## src/hdl/ufcs_regs.vh

```
// Register offsets, field positions, reset values and timing counts of the serial block
`ifndef UFCS_REGS_VH
`define UFCS_REGS_VH

`define UFCS_ADDR_W           4
`define UFCS_OFF_MODE         4'h0
`define UFCS_OFF_STAT         4'h1
`define UFCS_OFF_TXDATA       4'h2
`define UFCS_OFF_RXDATA       4'h3
`define UFCS_OFF_BAUD         4'h4

`define UFCS_MODE_INFRARED_ENABLE        12
`define UFCS_MODE_RXINV       4
`define UFCS_MODE_BAUD_HIGH_SPEED        3
`define UFCS_MODE_PDSEL_HI    2
`define UFCS_MODE_PDSEL_LO    1
`define UFCS_MODE_STOP_COUNT_SELECT       0
`define UFCS_MODE_WMASK       16'h101F

`define UFCS_STA_TXISEL1      15
`define UFCS_STA_TXINV        14
`define UFCS_STA_TXISEL0      13
`define UFCS_STA_TXBRK        11
`define UFCS_STA_TXEN         10
`define UFCS_STA_TXBF         9
`define UFCS_STA_TX_ALL_EMPTY         8
`define UFCS_STA_RXISEL_HI    7
`define UFCS_STA_RXISEL_LO    6
`define UFCS_STA_ADDRESS_DETECT_ENABLE        5
`define UFCS_STA_RX_IDLE        4
`define UFCS_STA_PARITY_ERROR         3
`define UFCS_STA_FRAMING_ERROR         2
`define UFCS_STA_OVERRUN_ERROR         1
`define UFCS_STA_RXDA         0

`define UFCS_MODE_RESET       16'h0000
`define UFCS_BAUD_RESET       16'h0000
`define UFCS_FIFO_DEPTH       4
`define UFCS_OVS_STD          5'h10
`define UFCS_OVS_HIGH         5'h04
`define UFCS_BREAK_ZEROS      4'hC

`endif

```

## src/hdl/ufcs_uart.v

```verilog
// Serial transmitter/receiver with mode and status/control registers
// Notes on behaviour
// [RQ1] Receive polarity invert set means receive line idles low, else high.
// [RQ2] Baud tick gives four pulses per bit when high speed, else sixteen.
// [RQ3] Parity select: 11 nine bits, 10 odd, 01 even, 00 eight plain.
// [RQ4] Stop count select one gives two stop bits, zero gives one.
// [RQ5] Tx event: 00 on load, 10 on load emptying queue, 01 on done with queue empty.
// [RQ6] Tx polarity sets idle low plain; infrared reverses that sense.
// [RQ7] Break request sends start, twelve zeros, stop, then clears itself.
// [RQ8] Tx enable drives pin; clearing aborts, flushes queue, releases pin.
// [RQ9] Tx full flag set while queue cannot take another character.
// [RQ10] Tx all empty set only when shifter and queue are empty.
// [RQ11] Rx event: 11 at four held, 10 at three held, 0x every character.
// [RQ12] Address detect with nine-bit framing keeps only ninth-bit-one characters.
// [RQ13] Rx idle flag set while no character is being received.
// [RQ14] Parity error flag describes the character at the receive queue head.
// [RQ15] Framing error flag describes the character at the receive queue head.
// [RQ16] Overrun set on overflow; software clear flushes receive queue and shifter.
// [RQ17] Data available set while receive queue holds an unread character.
// [RQ18] Infrared coding only works in sixteen-times baud mode.
// [RQ19] Transmit and receive queues are four entries deep.
// [RQ20] Frame is start, data LSB first, optional parity, stop bits.
// [RQ21] Reading received data advances the queue to the next character.
//
// The address-and-strobe port and the address map were left to the implementer.
`timescale 1ns/1ps
`include "ufcs_regs.vh"

module ufcs_uart (
	// Clock and reset
	input  wire                    sys_clk,
	input  wire                    rst_n,
	// Register port
	input  wire [`UFCS_ADDR_W-1:0] reg_addr,
	input  wire [15:0]             reg_wdata,
	input  wire                    reg_wr,
	input  wire                    reg_rd,
	output reg  [15:0]             reg_rdata,
	// Serial pins
	input  wire                    serial_rx_pin,
	output wire                    serial_tx_pin,
	output wire                    serial_tx_oe_n,
	// Events
	output reg                     tx_irq,
	output reg                     rx_irq
);

	localparam TX_IDLE  = 2'h0;
	localparam TX_SHIFT = 2'h1;
	localparam RX_IDLE  = 2'h0;
	localparam RX_SHIFT = 2'h1;
	localparam RX_STOP  = 2'h2;

	reg  [15:0] mode_reg;
	reg  [15:0] baud_reg;
	reg  [1:0]  tx_irq_select_reg;
	reg         tx_polarity_invert_reg;
	reg         tx_break_request_reg;
	reg         tx_enable_reg;
	reg  [1:0]  rx_irq_select_reg;
	reg         address_detect_enable_reg;
	reg         overrun_error_reg;

	wire        infrared_enable    = mode_reg[`UFCS_MODE_INFRARED_ENABLE];
	wire        rx_polarity_invert = mode_reg[`UFCS_MODE_RXINV];
	wire        baud_high_speed    = mode_reg[`UFCS_MODE_BAUD_HIGH_SPEED];
	wire [1:0]  parity_data_select = mode_reg[`UFCS_MODE_PDSEL_HI:`UFCS_MODE_PDSEL_LO];
	wire        stop_count_select  = mode_reg[`UFCS_MODE_STOP_COUNT_SELECT];
	wire        nine_bit           = (parity_data_select == 2'h3);
	wire        parity_on          = (parity_data_select == 2'h1) || (parity_data_select == 2'h2);
	wire        parity_odd         = (parity_data_select == 2'h2);

	// Baud divider: one tick per oversample clock
	reg  [15:0] brg_cnt_reg;
	wire        os_tick = (brg_cnt_reg == baud_reg);
	always @(posedge sys_clk or negedge rst_n) begin
		if (!rst_n)
			brg_cnt_reg <= 16'h0000;
		else if (os_tick)
			brg_cnt_reg <= 16'h0000;
		else
			brg_cnt_reg <= brg_cnt_reg + 16'h0001;
	end

	// [RQ2] oversample ratio
	wire [4:0] os_ratio = baud_high_speed ? `UFCS_OVS_HIGH : `UFCS_OVS_STD;
	wire [4:0] os_last  = os_ratio - 5'h01;
	wire [4:0] os_mid   = {1'b0, os_ratio[4:1]};

	// [RQ19] transmit queue, four entries of nine bits
	reg  [8:0] txq_mem [0:`UFCS_FIFO_DEPTH-1];
	reg  [1:0] txq_rd_reg;
	reg  [1:0] txq_wr_reg;
	reg  [2:0] txq_cnt_reg;
	// [RQ9] full when four queued
	wire       tx_fifo_full = (txq_cnt_reg == 3'h4);

	reg  [1:0]  tx_state_reg;
	reg  [11:0] tx_shift_reg;
	reg  [4:0]  tx_bits_reg;
	reg  [4:0]  tx_os_reg;
	reg         tx_line_reg;
	reg         tx_last_break_reg;
	wire        tx_push = reg_wr && (reg_addr == `UFCS_OFF_TXDATA) && tx_enable_reg && !tx_fifo_full;
	wire        tx_load = (tx_state_reg == TX_IDLE) && (txq_cnt_reg != 3'h0) && tx_enable_reg;
	wire        tx_bit_end = os_tick && (tx_os_reg == os_last);
	wire        tx_done = (tx_state_reg == TX_SHIFT) && tx_bit_end && (tx_bits_reg == 5'h00);
	// [RQ10] both shifter and queue empty
	wire        tx_all_empty = (tx_state_reg == TX_IDLE) && (txq_cnt_reg == 3'h0);
	wire [8:0]  tx_head = txq_mem[txq_rd_reg];
	wire        tx_par  = (^tx_head[7:0]) ^ parity_odd;

	// [RQ3] [RQ4] [RQ20] frame length and bit pattern, stop ones included
	wire [4:0]  data_bits = nine_bit ? 5'h09 : 5'h08;
	wire [4:0]  frame_bits = 5'h01 + data_bits + {4'h0, parity_on} + 5'h01
		+ {4'h0, stop_count_select};
	// [RQ7] break frame length: start, twelve zeros, stop
	wire [4:0]  break_bits = 5'h01 + {1'b0, `UFCS_BREAK_ZEROS} + 5'h01;

	always @(posedge sys_clk or negedge rst_n) begin
		if (!rst_n) begin
			txq_rd_reg        <= 2'h0;
			txq_wr_reg        <= 2'h0;
			txq_cnt_reg       <= 3'h0;
			tx_state_reg      <= TX_IDLE;
			tx_shift_reg      <= 12'hFFF;
			tx_bits_reg       <= 5'h00;
			tx_os_reg         <= 5'h00;
			tx_line_reg       <= 1'b1;
			tx_last_break_reg <= 1'b0;
		end else if (!tx_enable_reg) begin
			// [RQ8] abort and flush
			txq_rd_reg   <= 2'h0;
			txq_wr_reg   <= 2'h0;
			txq_cnt_reg  <= 3'h0;
			tx_state_reg <= TX_IDLE;
			tx_line_reg  <= 1'b1;
		end else begin
			if (tx_push) begin
				txq_mem[txq_wr_reg] <= reg_wdata[8:0];
				txq_wr_reg          <= txq_wr_reg + 2'h1;
			end
			txq_cnt_reg <= txq_cnt_reg + {2'h0, tx_push} - {2'h0, tx_load};
			if (tx_load) begin
				txq_rd_reg   <= txq_rd_reg + 2'h1;
				tx_state_reg <= TX_SHIFT;
				tx_os_reg    <= 5'h00;
				tx_line_reg  <= 1'b0;
				tx_last_break_reg <= tx_break_request_reg;
				// [RQ7] break replaces the character with zeros
				if (tx_break_request_reg) begin
					tx_shift_reg <= 12'h000;
					tx_bits_reg  <= break_bits - 5'h01;
				end else begin
					if (nine_bit)
						tx_shift_reg <= {3'h7, tx_head};
					else if (parity_on)
						tx_shift_reg <= {3'h7, tx_par, tx_head[7:0]};
					else
						tx_shift_reg <= {4'hF, tx_head[7:0]};
					tx_bits_reg <= frame_bits - 5'h01;
				end
			end else if (tx_state_reg == TX_SHIFT && os_tick) begin
				tx_os_reg <= tx_bit_end ? 5'h00 : tx_os_reg + 5'h01;
				if (tx_bit_end) begin
					// [RQ20] LSB first; break ends on a stop bit
					if (tx_last_break_reg && tx_bits_reg == 5'h01)
						tx_line_reg <= 1'b1;
					else
						tx_line_reg <= tx_shift_reg[0];
					tx_shift_reg <= {1'b1, tx_shift_reg[11:1]};
					tx_bits_reg  <= tx_bits_reg - 5'h01;
					if (tx_done) begin
						tx_state_reg <= TX_IDLE;
						tx_line_reg  <= 1'b1;
					end
				end
			end
		end
	end

	// [RQ6] [RQ18] polarity and infrared pulse in the middle oversample slots
	wire ir_active = infrared_enable && !baud_high_speed;
	wire ir_pulse  = !tx_line_reg && (tx_os_reg >= 5'h07) && (tx_os_reg < 5'h0A);
	assign serial_tx_pin  = ir_active ? (ir_pulse ^ tx_polarity_invert_reg)
		: (tx_line_reg ^ tx_polarity_invert_reg);
	// [RQ8] pin driven only while enabled
	assign serial_tx_oe_n = !tx_enable_reg;

	// Receive pin synchroniser
	reg rx_meta_reg;
	reg rx_sync_reg;
	reg rx_prev_reg;
	always @(posedge sys_clk or negedge rst_n) begin
		if (!rst_n) begin
			rx_meta_reg <= 1'b1;
			rx_sync_reg <= 1'b1;
			rx_prev_reg <= 1'b1;
		end else begin
			rx_meta_reg <= serial_rx_pin;
			rx_sync_reg <= rx_meta_reg;
			rx_prev_reg <= rx_sync_reg;
		end
	end
	// [RQ1] normalise to idle high; infrared low pulse marks a zero
	wire rx_level = rx_sync_reg ^ rx_polarity_invert;
	// Start only on a fresh fall, so a polarity change or a low stop never fakes one
	wire rx_start = (rx_prev_reg ^ rx_polarity_invert) && !rx_level;
	wire rx_bit   = ir_active ? 1'b1 : rx_level;
	reg  ir_seen_reg;

	// [RQ19] receive queue: nine data bits plus parity and framing flags
	reg  [10:0] rxq_mem [0:`UFCS_FIFO_DEPTH-1];
	reg  [1:0]  rxq_rd_reg;
	reg  [1:0]  rxq_wr_reg;
	reg  [2:0]  rxq_cnt_reg;
	reg  [1:0]  rx_state_reg;
	reg  [4:0]  rx_os_reg;
	reg  [4:0]  rx_bits_reg;
	reg  [10:0] rx_shift_register;
	reg         rx_framing_error_reg;
	wire        rx_data_available = (rxq_cnt_reg != 3'h0);
	wire [10:0] rx_head = rxq_mem[rxq_rd_reg];
	// [RQ21] read of data advances head
	wire        rx_pop = reg_rd && (reg_addr == `UFCS_OFF_RXDATA) && rx_data_available;
	wire        overrun_error_clear = reg_wr && (reg_addr == `UFCS_OFF_STAT)
		&& !reg_wdata[`UFCS_STA_OVERRUN_ERROR] && overrun_error_reg;
	wire [4:0]  rx_payload = data_bits + {4'h0, parity_on};
	wire        rx_sample = os_tick && (rx_os_reg == os_mid);
	wire        rx_end_bit = os_tick && (rx_os_reg == os_last);
	wire [8:0]  rx_data = nine_bit ? rx_shift_register[10:2]
		: (parity_on ? {1'b0, rx_shift_register[9:2]} : {1'b0, rx_shift_register[10:3]});
	wire        rx_par_bad = parity_on && ((^rx_shift_register[10:2]) ^ parity_odd);
	// [RQ12] address filter in nine-bit mode only
	wire        rx_keep = !(address_detect_enable_reg && nine_bit && !rx_data[8]);
	wire        rx_commit = (rx_state_reg == RX_STOP) && rx_sample && rx_keep;
	wire        rx_store = rx_commit && (rxq_cnt_reg != 3'h4);
	wire        rx_overflow = rx_commit && (rxq_cnt_reg == 3'h4);
	// [RQ13] idle whenever not inside a frame
	wire        rx_idle = (rx_state_reg == RX_IDLE);

	always @(posedge sys_clk or negedge rst_n) begin
		if (!rst_n) begin
			rxq_rd_reg        <= 2'h0;
			rxq_wr_reg        <= 2'h0;
			rxq_cnt_reg       <= 3'h0;
			rx_state_reg      <= RX_IDLE;
			rx_os_reg         <= 5'h00;
			rx_bits_reg       <= 5'h00;
			rx_shift_register <= 11'h000;
			rx_framing_error_reg       <= 1'b0;
			ir_seen_reg       <= 1'b0;
		end else if (overrun_error_clear) begin
			// [RQ16] clearing overrun empties queue and shifter
			rxq_rd_reg        <= 2'h0;
			rxq_wr_reg        <= 2'h0;
			rxq_cnt_reg       <= 3'h0;
			rx_state_reg      <= RX_IDLE;
			rx_shift_register <= 11'h000;
		end else begin
			if (ir_active && !rx_level)
				ir_seen_reg <= 1'b1;
			if (rx_store) begin
				rxq_mem[rxq_wr_reg] <= {rx_par_bad, rx_framing_error_reg | !rx_level, rx_data};
				rxq_wr_reg          <= rxq_wr_reg + 2'h1;
			end
			rxq_cnt_reg <= rxq_cnt_reg + {2'h0, rx_store} - {2'h0, rx_pop};
			if (rx_pop)
				rxq_rd_reg <= rxq_rd_reg + 2'h1;
			case (rx_state_reg)
				RX_IDLE: begin
					rx_os_reg   <= 5'h00;
					rx_framing_error_reg <= 1'b0;
					ir_seen_reg <= 1'b0;
					if (rx_start) begin
						rx_state_reg <= RX_SHIFT;
						rx_bits_reg  <= rx_payload;
					end
				end
				RX_SHIFT: begin
					if (os_tick)
						rx_os_reg <= rx_end_bit ? 5'h00 : rx_os_reg + 5'h01;
					// Sample mid-bit, start bit included
					if (rx_sample) begin
						rx_shift_register <= {(ir_active ? !ir_seen_reg : rx_bit),
							rx_shift_register[10:1]};
						ir_seen_reg <= 1'b0;
						rx_bits_reg <= rx_bits_reg - 5'h01;
						if (rx_bits_reg == 5'h00)
							rx_state_reg <= RX_STOP;
					end
				end
				RX_STOP: begin
					if (os_tick)
						rx_os_reg <= rx_end_bit ? 5'h00 : rx_os_reg + 5'h01;
					// [RQ15] missing stop bit is a framing error
					if (rx_sample)
						rx_state_reg <= RX_IDLE;
				end
				default: rx_state_reg <= RX_IDLE;
			endcase
		end
	end

	// Register writes and hardware-owned control bits
	always @(posedge sys_clk or negedge rst_n) begin
		if (!rst_n) begin
			mode_reg                  <= `UFCS_MODE_RESET;
			baud_reg                  <= `UFCS_BAUD_RESET;
			tx_irq_select_reg         <= 2'h0;
			tx_polarity_invert_reg    <= 1'b0;
			tx_break_request_reg      <= 1'b0;
			tx_enable_reg             <= 1'b0;
			rx_irq_select_reg         <= 2'h0;
			address_detect_enable_reg <= 1'b0;
			overrun_error_reg         <= 1'b0;
		end else begin
			if (reg_wr && reg_addr == `UFCS_OFF_MODE)
				mode_reg <= reg_wdata & `UFCS_MODE_WMASK;
			if (reg_wr && reg_addr == `UFCS_OFF_BAUD)
				baud_reg <= reg_wdata;
			if (reg_wr && reg_addr == `UFCS_OFF_STAT) begin
				tx_irq_select_reg      <= {reg_wdata[`UFCS_STA_TXISEL1], reg_wdata[`UFCS_STA_TXISEL0]};
				tx_polarity_invert_reg <= reg_wdata[`UFCS_STA_TXINV];
				tx_break_request_reg   <= reg_wdata[`UFCS_STA_TXBRK];
				tx_enable_reg          <= reg_wdata[`UFCS_STA_TXEN];
				rx_irq_select_reg      <= reg_wdata[`UFCS_STA_RXISEL_HI:`UFCS_STA_RXISEL_LO];
				address_detect_enable_reg <= reg_wdata[`UFCS_STA_ADDRESS_DETECT_ENABLE];
			end else if (tx_done && tx_last_break_reg) begin
				// [RQ7] break request clears itself when done
				tx_break_request_reg <= 1'b0;
			end
			// [RQ16] set wins over a software clear
			if (rx_overflow)
				overrun_error_reg <= 1'b1;
			else if (overrun_error_clear)
				overrun_error_reg <= 1'b0;
		end
	end

	// Event pulses
	always @(posedge sys_clk or negedge rst_n) begin
		if (!rst_n) begin
			tx_irq <= 1'b0;
			rx_irq <= 1'b0;
		end else begin
			// [RQ5] transmit event selection
			case (tx_irq_select_reg)
				2'h0:    tx_irq <= tx_load;
				2'h2:    tx_irq <= tx_load && (txq_cnt_reg == 3'h1) && !tx_push;
				2'h1:    tx_irq <= tx_done && (txq_cnt_reg == 3'h0);
				default: tx_irq <= 1'b0;
			endcase
			// [RQ11] receive event selection
			case (rx_irq_select_reg)
				2'h3:    rx_irq <= rx_store && (rxq_cnt_reg + {2'h0, 1'b1} - {2'h0, rx_pop} == 3'h4);
				2'h2:    rx_irq <= rx_store && (rxq_cnt_reg + {2'h0, 1'b1} - {2'h0, rx_pop} == 3'h3);
				default: rx_irq <= rx_store;
			endcase
		end
	end

	// Read data, one cycle after the strobe
	wire [15:0] stat_view = {tx_irq_select_reg[1], tx_polarity_invert_reg, tx_irq_select_reg[0],
		1'b0, tx_break_request_reg, tx_enable_reg, tx_fifo_full, tx_all_empty,
		rx_irq_select_reg, address_detect_enable_reg, rx_idle,
		// [RQ14] [RQ15] [RQ17] head-of-queue flags
		rx_data_available & rx_head[10], rx_data_available & rx_head[9],
		overrun_error_reg, rx_data_available};
	always @(posedge sys_clk or negedge rst_n) begin
		if (!rst_n)
			reg_rdata <= 16'h0000;
		else if (reg_rd) begin
			case (reg_addr)
				`UFCS_OFF_MODE:   reg_rdata <= mode_reg;
				`UFCS_OFF_STAT:   reg_rdata <= stat_view;
				`UFCS_OFF_RXDATA: reg_rdata <= {7'h00, rx_head[8:0]};
				`UFCS_OFF_BAUD:   reg_rdata <= baud_reg;
				default:          reg_rdata <= 16'h0000;
			endcase
		end else
			reg_rdata <= 16'h0000;
	end

endmodule // ufcs_uart

```

## config.mk

```make
export PLATFORM = sky130hd
export DESIGN_NAME = ufcs_uart
export DESIGN_NICKNAME = d
export VERILOG_FILES = /design/src/hdl/ufcs_uart.v
export VERILOG_INCLUDE_DIRS = /design/src /design/src/hdl
export SDC_FILE = /design/constraint.sdc
export NUM_CORES = 1
export LEC_CHECK = 0
export BUFFER_PORTS_ARGS = -buffer_cell sky130_fd_sc_hd__buf_2
export CORE_MARGIN = 1.5
export CORE_UTILIZATION = 40
export DETAILED_ROUTE_END_ITERATION = 6
export SYNTH_ARGS = -nofsm -noshare
export SYNTH_HDL_FRONTEND = slang
export SYNTH_SLANG_ARGS = --single-unit
```

## constraint.sdc

```tcl
create_clock -name sys_clk -period 4.25 [get_ports sys_clk]
set_input_delay 0.2125 -clock sys_clk [delete_from_list [all_inputs] [get_ports sys_clk]]
set_output_delay 0.2125 -clock sys_clk [all_outputs]
set_load 0.03 [all_outputs]
```

==> impl_metrics.toml, run 1 <==
[status]
status = "finished, final reports clean"

[yosys]
synth_top_area_share = 0.289
synth-simple-area-share = 0.113
synthFlopType = "dfrtp_1"
synth.cells.most_frequent = "113 x dfrtp_1, 80 x edfxtp_1, 76 x nor2_1, 45 x nand2_1, 41 x xnor2_1"
synth.area.mux_share = 0.103
synth_top_family_by_area = "simple AND/OR/NAND/NOR gates"
syn-cell-area_sq_um = 9790
ys_types = 71
syn-num-nets = 830
yosys-top-cells-area = "dfrtp_1 29%, edfxtp_1 25%, mux4_2 4.6%"
ys_async_sr_fraction = 0.617
ys_warn_count = 0
syn_area_per_cell_sq_um = 12.7
synth_cells = 770
synth_compound_area_frac = 0.0803
synth_xor_area_frac = 0.0510
yosysTopAreaCell = "dfrtp_1"
synth.most_common_cell = "dfrtp_1"
synthAdderAreaFrac = 0.0463
yosysSeqAreaShare = 0.577
ys_seq_elements = 209
synth_edf_count = 80

[worst_setup_path]
rrSetupSlack_ps = 1000
crit_arrival_ps = 3630
cp.required_ps = 4630
cp_max_fo = 6
criticalPathCategory = "flip-flop to flip-flop"
path_buf_inv = 3
rr_endpoint = "rxq_cnt_reg[2]$_DFF_PN0_"
crit_path_end_kind = "flip-flop"
crit_chain = "xnor2_1 -> nand4_1 -> nor4_2 -> nand2_1 -> nor3_1 -> inv_1 -> ha_1 -> inv_1 -> ha_1 -> inv_1 -> fa_1 -> xor2_1 -> xnor2_1 -> nor2_1"
crit_slowest_cell = "dfrtp_1"
path_delay_family = "simple AND/OR/NAND/NOR gates"
rr_worst_depth = 14
worst_path_most_repeated_cell = "inv_1"
cpPeakStageDelay_ps = 450
critPathLaunchType = "flip-flop"
regToRegStartpoint = "brg_cnt_reg[11]$_DFF_PN0_"

[drt]
antenna_left = 0
vias = 6154
routedWlPerCell_um = 18.5
routed_wirelength_um = 21900
dr.pass1.iters = 5
drt-vias-per-instance = 5.21
drt_iter0_drc = 394
drc = 0

[power]
p_clk_frac = 0.361
vdd.ir_drop.worst_mv = 0.307
internal_power_w = 0.00438
power_density_nw_per_um2 = 543
p_sw_w = 0.00179
leakage_nw = 4.48
switching_share = 0.290
power_frac_seq = 0.431
combPwrFrac = 0.208

[sta]
setup_violations = 0
final_hold_viol_count = 0
period_share = 0.764
setup_tns_ps = 0
fin_skew_ps = 7.96
whs_ps = 22.7
setup_slack_ps = 1000
rsz0062_at_grt = "false"
tightest_slew_ps = 912
period_needed_ps = 3250
drv_slew = 0
max_slew_margin = 0.389
clock.fmax_mhz = 308

[cells_and_area]
drive_gt1_frac = 0.216
stdcell_count = 1182
largestRegisters = "rxq_mem (44), txq_mem (36)"
largest_register_ffs = 44
seqCellArea_sq_um = 5650
nFillCells = 2172
antenna_cells = 0
syn_to_final_growth_pct = 16.3
fin_nets = 900
regMostFlops = "rxq_mem"
multi_input_area_sq_um = 3860

[place]
dpl.cell_count = 1123
place_congestion = 0.817
place_ws_ps = 1060
port_buffers = 44
hpwl_um = 15300

[global_route]
grt_max_degree = 54
overflow = 0
grt_pass1_wl_um = 34900
grt_usage = 0.175
grt_pass1_vias = 6185
antenna_found_initial = 1

[clock_tree]
cts_tree = "yes"
htree_num_levels = 1
hold_buffers = 14
clock-sinks = 209
clkLatencyLatePin_ps = 520
post_cts.repair.setup_buffers = 0
cts_buffer_depth = 3
cts_buffers = 24
cts_resized = 0
clk_pin_slew_ps = 60
cts_root_buffer = "clkbuf_16"

[floorplan]
start_util = 0.405
die_h_um = 159
pin_count = 45
fp-row-count = 57
die_w_um = 159
coreArea_sq_um = 24200
die_area_sq_um = 25400

[hold_path]
hold_depth = 1
hold_path_end = "txq_mem[0][7]$_DFFE_PP_"
min_from = "reg_wdata[7]"
hold_path_class = "input port to flip-flop"

[job]
max_cap_violations = 0
==> how the worst max path moves through the flow <==
stage                         startpoint                    endpoint  slack, ps  depth (start not counted)
2_1_floorplan  brg_cnt_reg[11]$_DFF_PN0_    rxq_cnt_reg[2]$_DFF_PN0_       1280                         16
3_3_place_gp    baud_reg[14]$_DFFE_PN0P_  tx_bits_reg[3]$_DFFE_PN0P_       1090                          8
3_5_place_dp   brg_cnt_reg[11]$_DFF_PN0_  tx_bits_reg[3]$_DFFE_PN0P_       1060                          8
4_1_cts         baud_reg[14]$_DFFE_PN0P_    rxq_cnt_reg[2]$_DFF_PN0_       1000                         14
5_1_grt         brg_cnt_reg[2]$_DFF_PN0_    rxq_cnt_reg[2]$_DFF_PN0_        680                         14
6_report       brg_cnt_reg[11]$_DFF_PN0_    rxq_cnt_reg[2]$_DFF_PN0_       1000                         14
==> cells by family after synthesis <==
logic type | count (synthesis)
DFF | 209
buffers and inverters | 62
and+or+nand+nor | 221
xor gates and xnor gates | 57
muxes | 71
AOI/OAI and AO/OA | 115
adders and majority gates | 35
==> per-stage QoR <==
stage	cell area, sq um	utilization	power (W)
2_1_floorplan	9790	-	0.00361
3_3_place_gp	10400	0.429	0.00396
3_5_place_dp	10400	0.429	0.00398
4_1_cts	11400	0.470	0.00625
5_1_grt	11400	0.471	0.00652
6_report	11400	0.471	0.00618
==> layout by cell type, fill, tap and decap left out, types with 18 or more instances in the layout <==
cell	n
clkbuf_16	25
buf_2	43
edfxtp_1	80
dfrtp_1	113
and3_1	18
a21oi_1	37
mux2_2	39
nand2_1	45
mux4_2	20
xnor2_1	41
o21ai_0	21
nor2_1	76
ha_1	33
inv_1	32
==> cell type report <==
type                    count  share of cell area
multi-input cells         499               0.339
inverters                  33              0.0109
clock inverters            13              0.0168
flip-flops and latches    209               0.496
repair buffers             73              0.0423
well taps                 324              0.0356
clock buffers              31              0.0587
==> per-layer routing <==
layer  GRT usage  wire (um)  share of wire  vias up
li1            -          -              -     2934
met1       0.248      10300           0.47     3084
met2       0.281      10300           0.47      103
met3      0.0279        859          0.039       31
met4      0.0420        420          0.019        2
met5           0         17        0.00078        -
==> power by group through the flow <==
stage          registers (W)  logic [W]  clock network (W)
6_report             0.00266    0.00129            0.00223
2_1_floorplan        0.00258    0.00102                  0
4_1_cts              0.00267    0.00130            0.00228
3_3_place_gp         0.00270    0.00127                  0
3_5_place_dp         0.00271    0.00128                  0
5_1_grt              0.00271    0.00145            0.00236
No activity file was read; power rests on OpenSTA's default activity.
==> inputs of run 2 (changes only) <==
Clock period 4.25 ns to 3.15 ns, I/O delays scaled along.
==> run 2 against run 1 <==
Compared with the run above: register-to-register slack got worse by 810 ps; critical path depth is the same; clock skew is 1.6 ps higher; fmax grew 9.8%; combinational power rose by 40%; global-route usage fell by 0.12 points; clock power grew 34%; critical endpoint unchanged.
==> impl_metrics.toml, run 2 (synthesis results as in run 1) <==
[sta]
final_hold_viol_count = 0
period_needed_ps = 2960
fin_skew_ps = 9.60
setup_violations = 0
drv_slew = 0
setup_tns_ps = 0
period_share = 0.939
max_slew_margin = 0.481
clock.fmax_mhz = 338
tightest_slew_ps = 776
rsz0062_at_grt = "false"

[worst_setup_path]
critPathLaunchType = "flip-flop"
crit_arrival_ps = 3360
regToRegStartpoint = "baud_reg[1]$_DFFE_PN0P_"
rr_endpoint = "rxq_cnt_reg[2]$_DFF_PN0_"
cp.required_ps = 3550
cp_max_fo = 3
rrSetupSlack_ps = 190
crit_path_end_kind = "flip-flop"
criticalPathCategory = "flip-flop to flip-flop"
rr_worst_depth = 14
startpoint = "baud_reg[1]$_DFFE_PN0P_"

[global_route]
grt_pass1_vias = 6236
overflow = 0
grt_pass1_wl_um = 34800
antenna_found_initial = 1
grt_max_degree = 86
grt_usage = 0.173

[cells_and_area]
mostFrequentLayoutCell = "dfrtp_1"
layout_common_cells = "113 x dfrtp_1, 80 x edfxtp_1, 76 x nor2_1, 45 x nand2_1, 43 x buf_2"
drive_gt1_frac = 0.234
largestRegisters = "rxq_mem (44), txq_mem (36)"
largest_register_ffs = 44
fin_nets = 921
regMostFlops = "rxq_mem"
syn_to_final_growth_pct = 18.4

[clock_tree]
cts_buffers = 24
cts_buffer_depth = 3
htree_num_levels = 1
clock-sinks = 209
clkLatencyLatePin_ps = 520
cts_root_buffer = "clkbuf_16"
clk_pin_slew_ps = 60
post_cts.repair.setup_buffers = 0
cts_tree = "yes"

[floorplan]
pin_count = 45
die_area_sq_um = 25400
die_w_um = 159
die_h_um = 159
fp-row-count = 57
start_util = 0.405
coreArea_sq_um = 24200

[job]
max_cap_violations = 0

[hold_path]
hold_depth = 3
hold_path_end = "reg_rdata[3]$_DFF_PN0_"
hold_path_class = "input port to flip-flop"
min_from = "reg_rd"

[drt]
drt-vias-per-instance = 5.15
antenna_left = 0
vias = 6206
drt_iter0_drc = 439
routedWlPerCell_um = 18.0
dr.pass1.iters = 4
routed_wirelength_um = 21700
drc = 0

[power]
power_density_nw_per_um2 = 720
p_total_w = 0.00834
leakage_nw = 4.61
vdd.ir_drop.worst_mv = 0.443

[status]
status = "finished, final reports clean"

[place]
place_congestion = 0.801
hpwl_um = 15100
port_buffers = 44
## run 2: power breakdown
part	internal [W]	switching, W
clock network	0.00189	0.00109
registers	0.00320	0.000367
logic	0.000852	0.000950
total	0.00594	0.00240
## run 2: worst max path at each step
stage	endpoint	slack, ps	depth (start not counted)
2_1_floorplan	rxq_cnt_reg[2]$_DFF_PN0_	180	16
4_1_cts	rxq_cnt_reg[2]$_DFF_PN0_	120	14
5_1_grt	rxq_cnt_reg[2]$_DFF_PN0_	20	14
6_report	rxq_cnt_reg[2]$_DFF_PN0_	190	14
3_3_place_gp	rxq_cnt_reg[2]$_DFF_PN0_	180	14
3_5_place_dp	rxq_cnt_reg[2]$_DFF_PN0_	130	14
## run 2: per-layer routing
layer / vias to the layer above / share of wire / global-route usage
met5: - / 0.00046 / 0
met4: 2 / 0.030 / 0.0553
li1: 2974 / - / -
met1: 3065 / 0.47 / 0.242
met3: 45 / 0.036 / 0.0260
met2: 120 / 0.47 / 0.280
## run 2: area by class of cell
type                            instances  area (sq um)
Clock buffer                           35           713
Multi-Input combinational cell        499          3880
Timing Repair Buffer                   94           662
Inverter                               33           124
Tap cell                              324           405
Clock inverter                          9           144
Antenna cell                            1          2.50
Fill cell                            2158         12600
Sequential cell                       209          5650
## run 2: through the flow
step	util	area (sq um)	hold slack, ps	setup slack (ps)	std cells
3_5_place_dp	0.435	10500	139	134	1140
4_1_cts	0.478	11600	133	121	1203
5_1_grt	0.479	11600	170	16.0	1203
3_3_place_gp	0.435	10500	139	177	1140
6_report	0.479	11600	140	194	1204
2_1_floorplan	-	9790	-138	179	770
## run 2: critical path, stage by stage (launching register included)
cell	delay (ps)
dfrtp_1	400
xnor2_1	200
nand4_1	170
nor4_4	390
nand2_1	140
nor3_2	220
inv_1	80
ha_1	270
inv_1	60
ha_1	130
inv_1	40
fa_1	370
xor2_1	180
xnor2_1	140
nor2_1	50
## run 2: what timing repair did
| item | 4_1_cts | 5_1_grt |
|---|---|---|
| setup endpoints to repair | 0 | 1 |
| endpoints found under the hold margin | 100 | 0 |
| resized for setup | 0 | 3 |
| hold buffers | 19 | 0 |
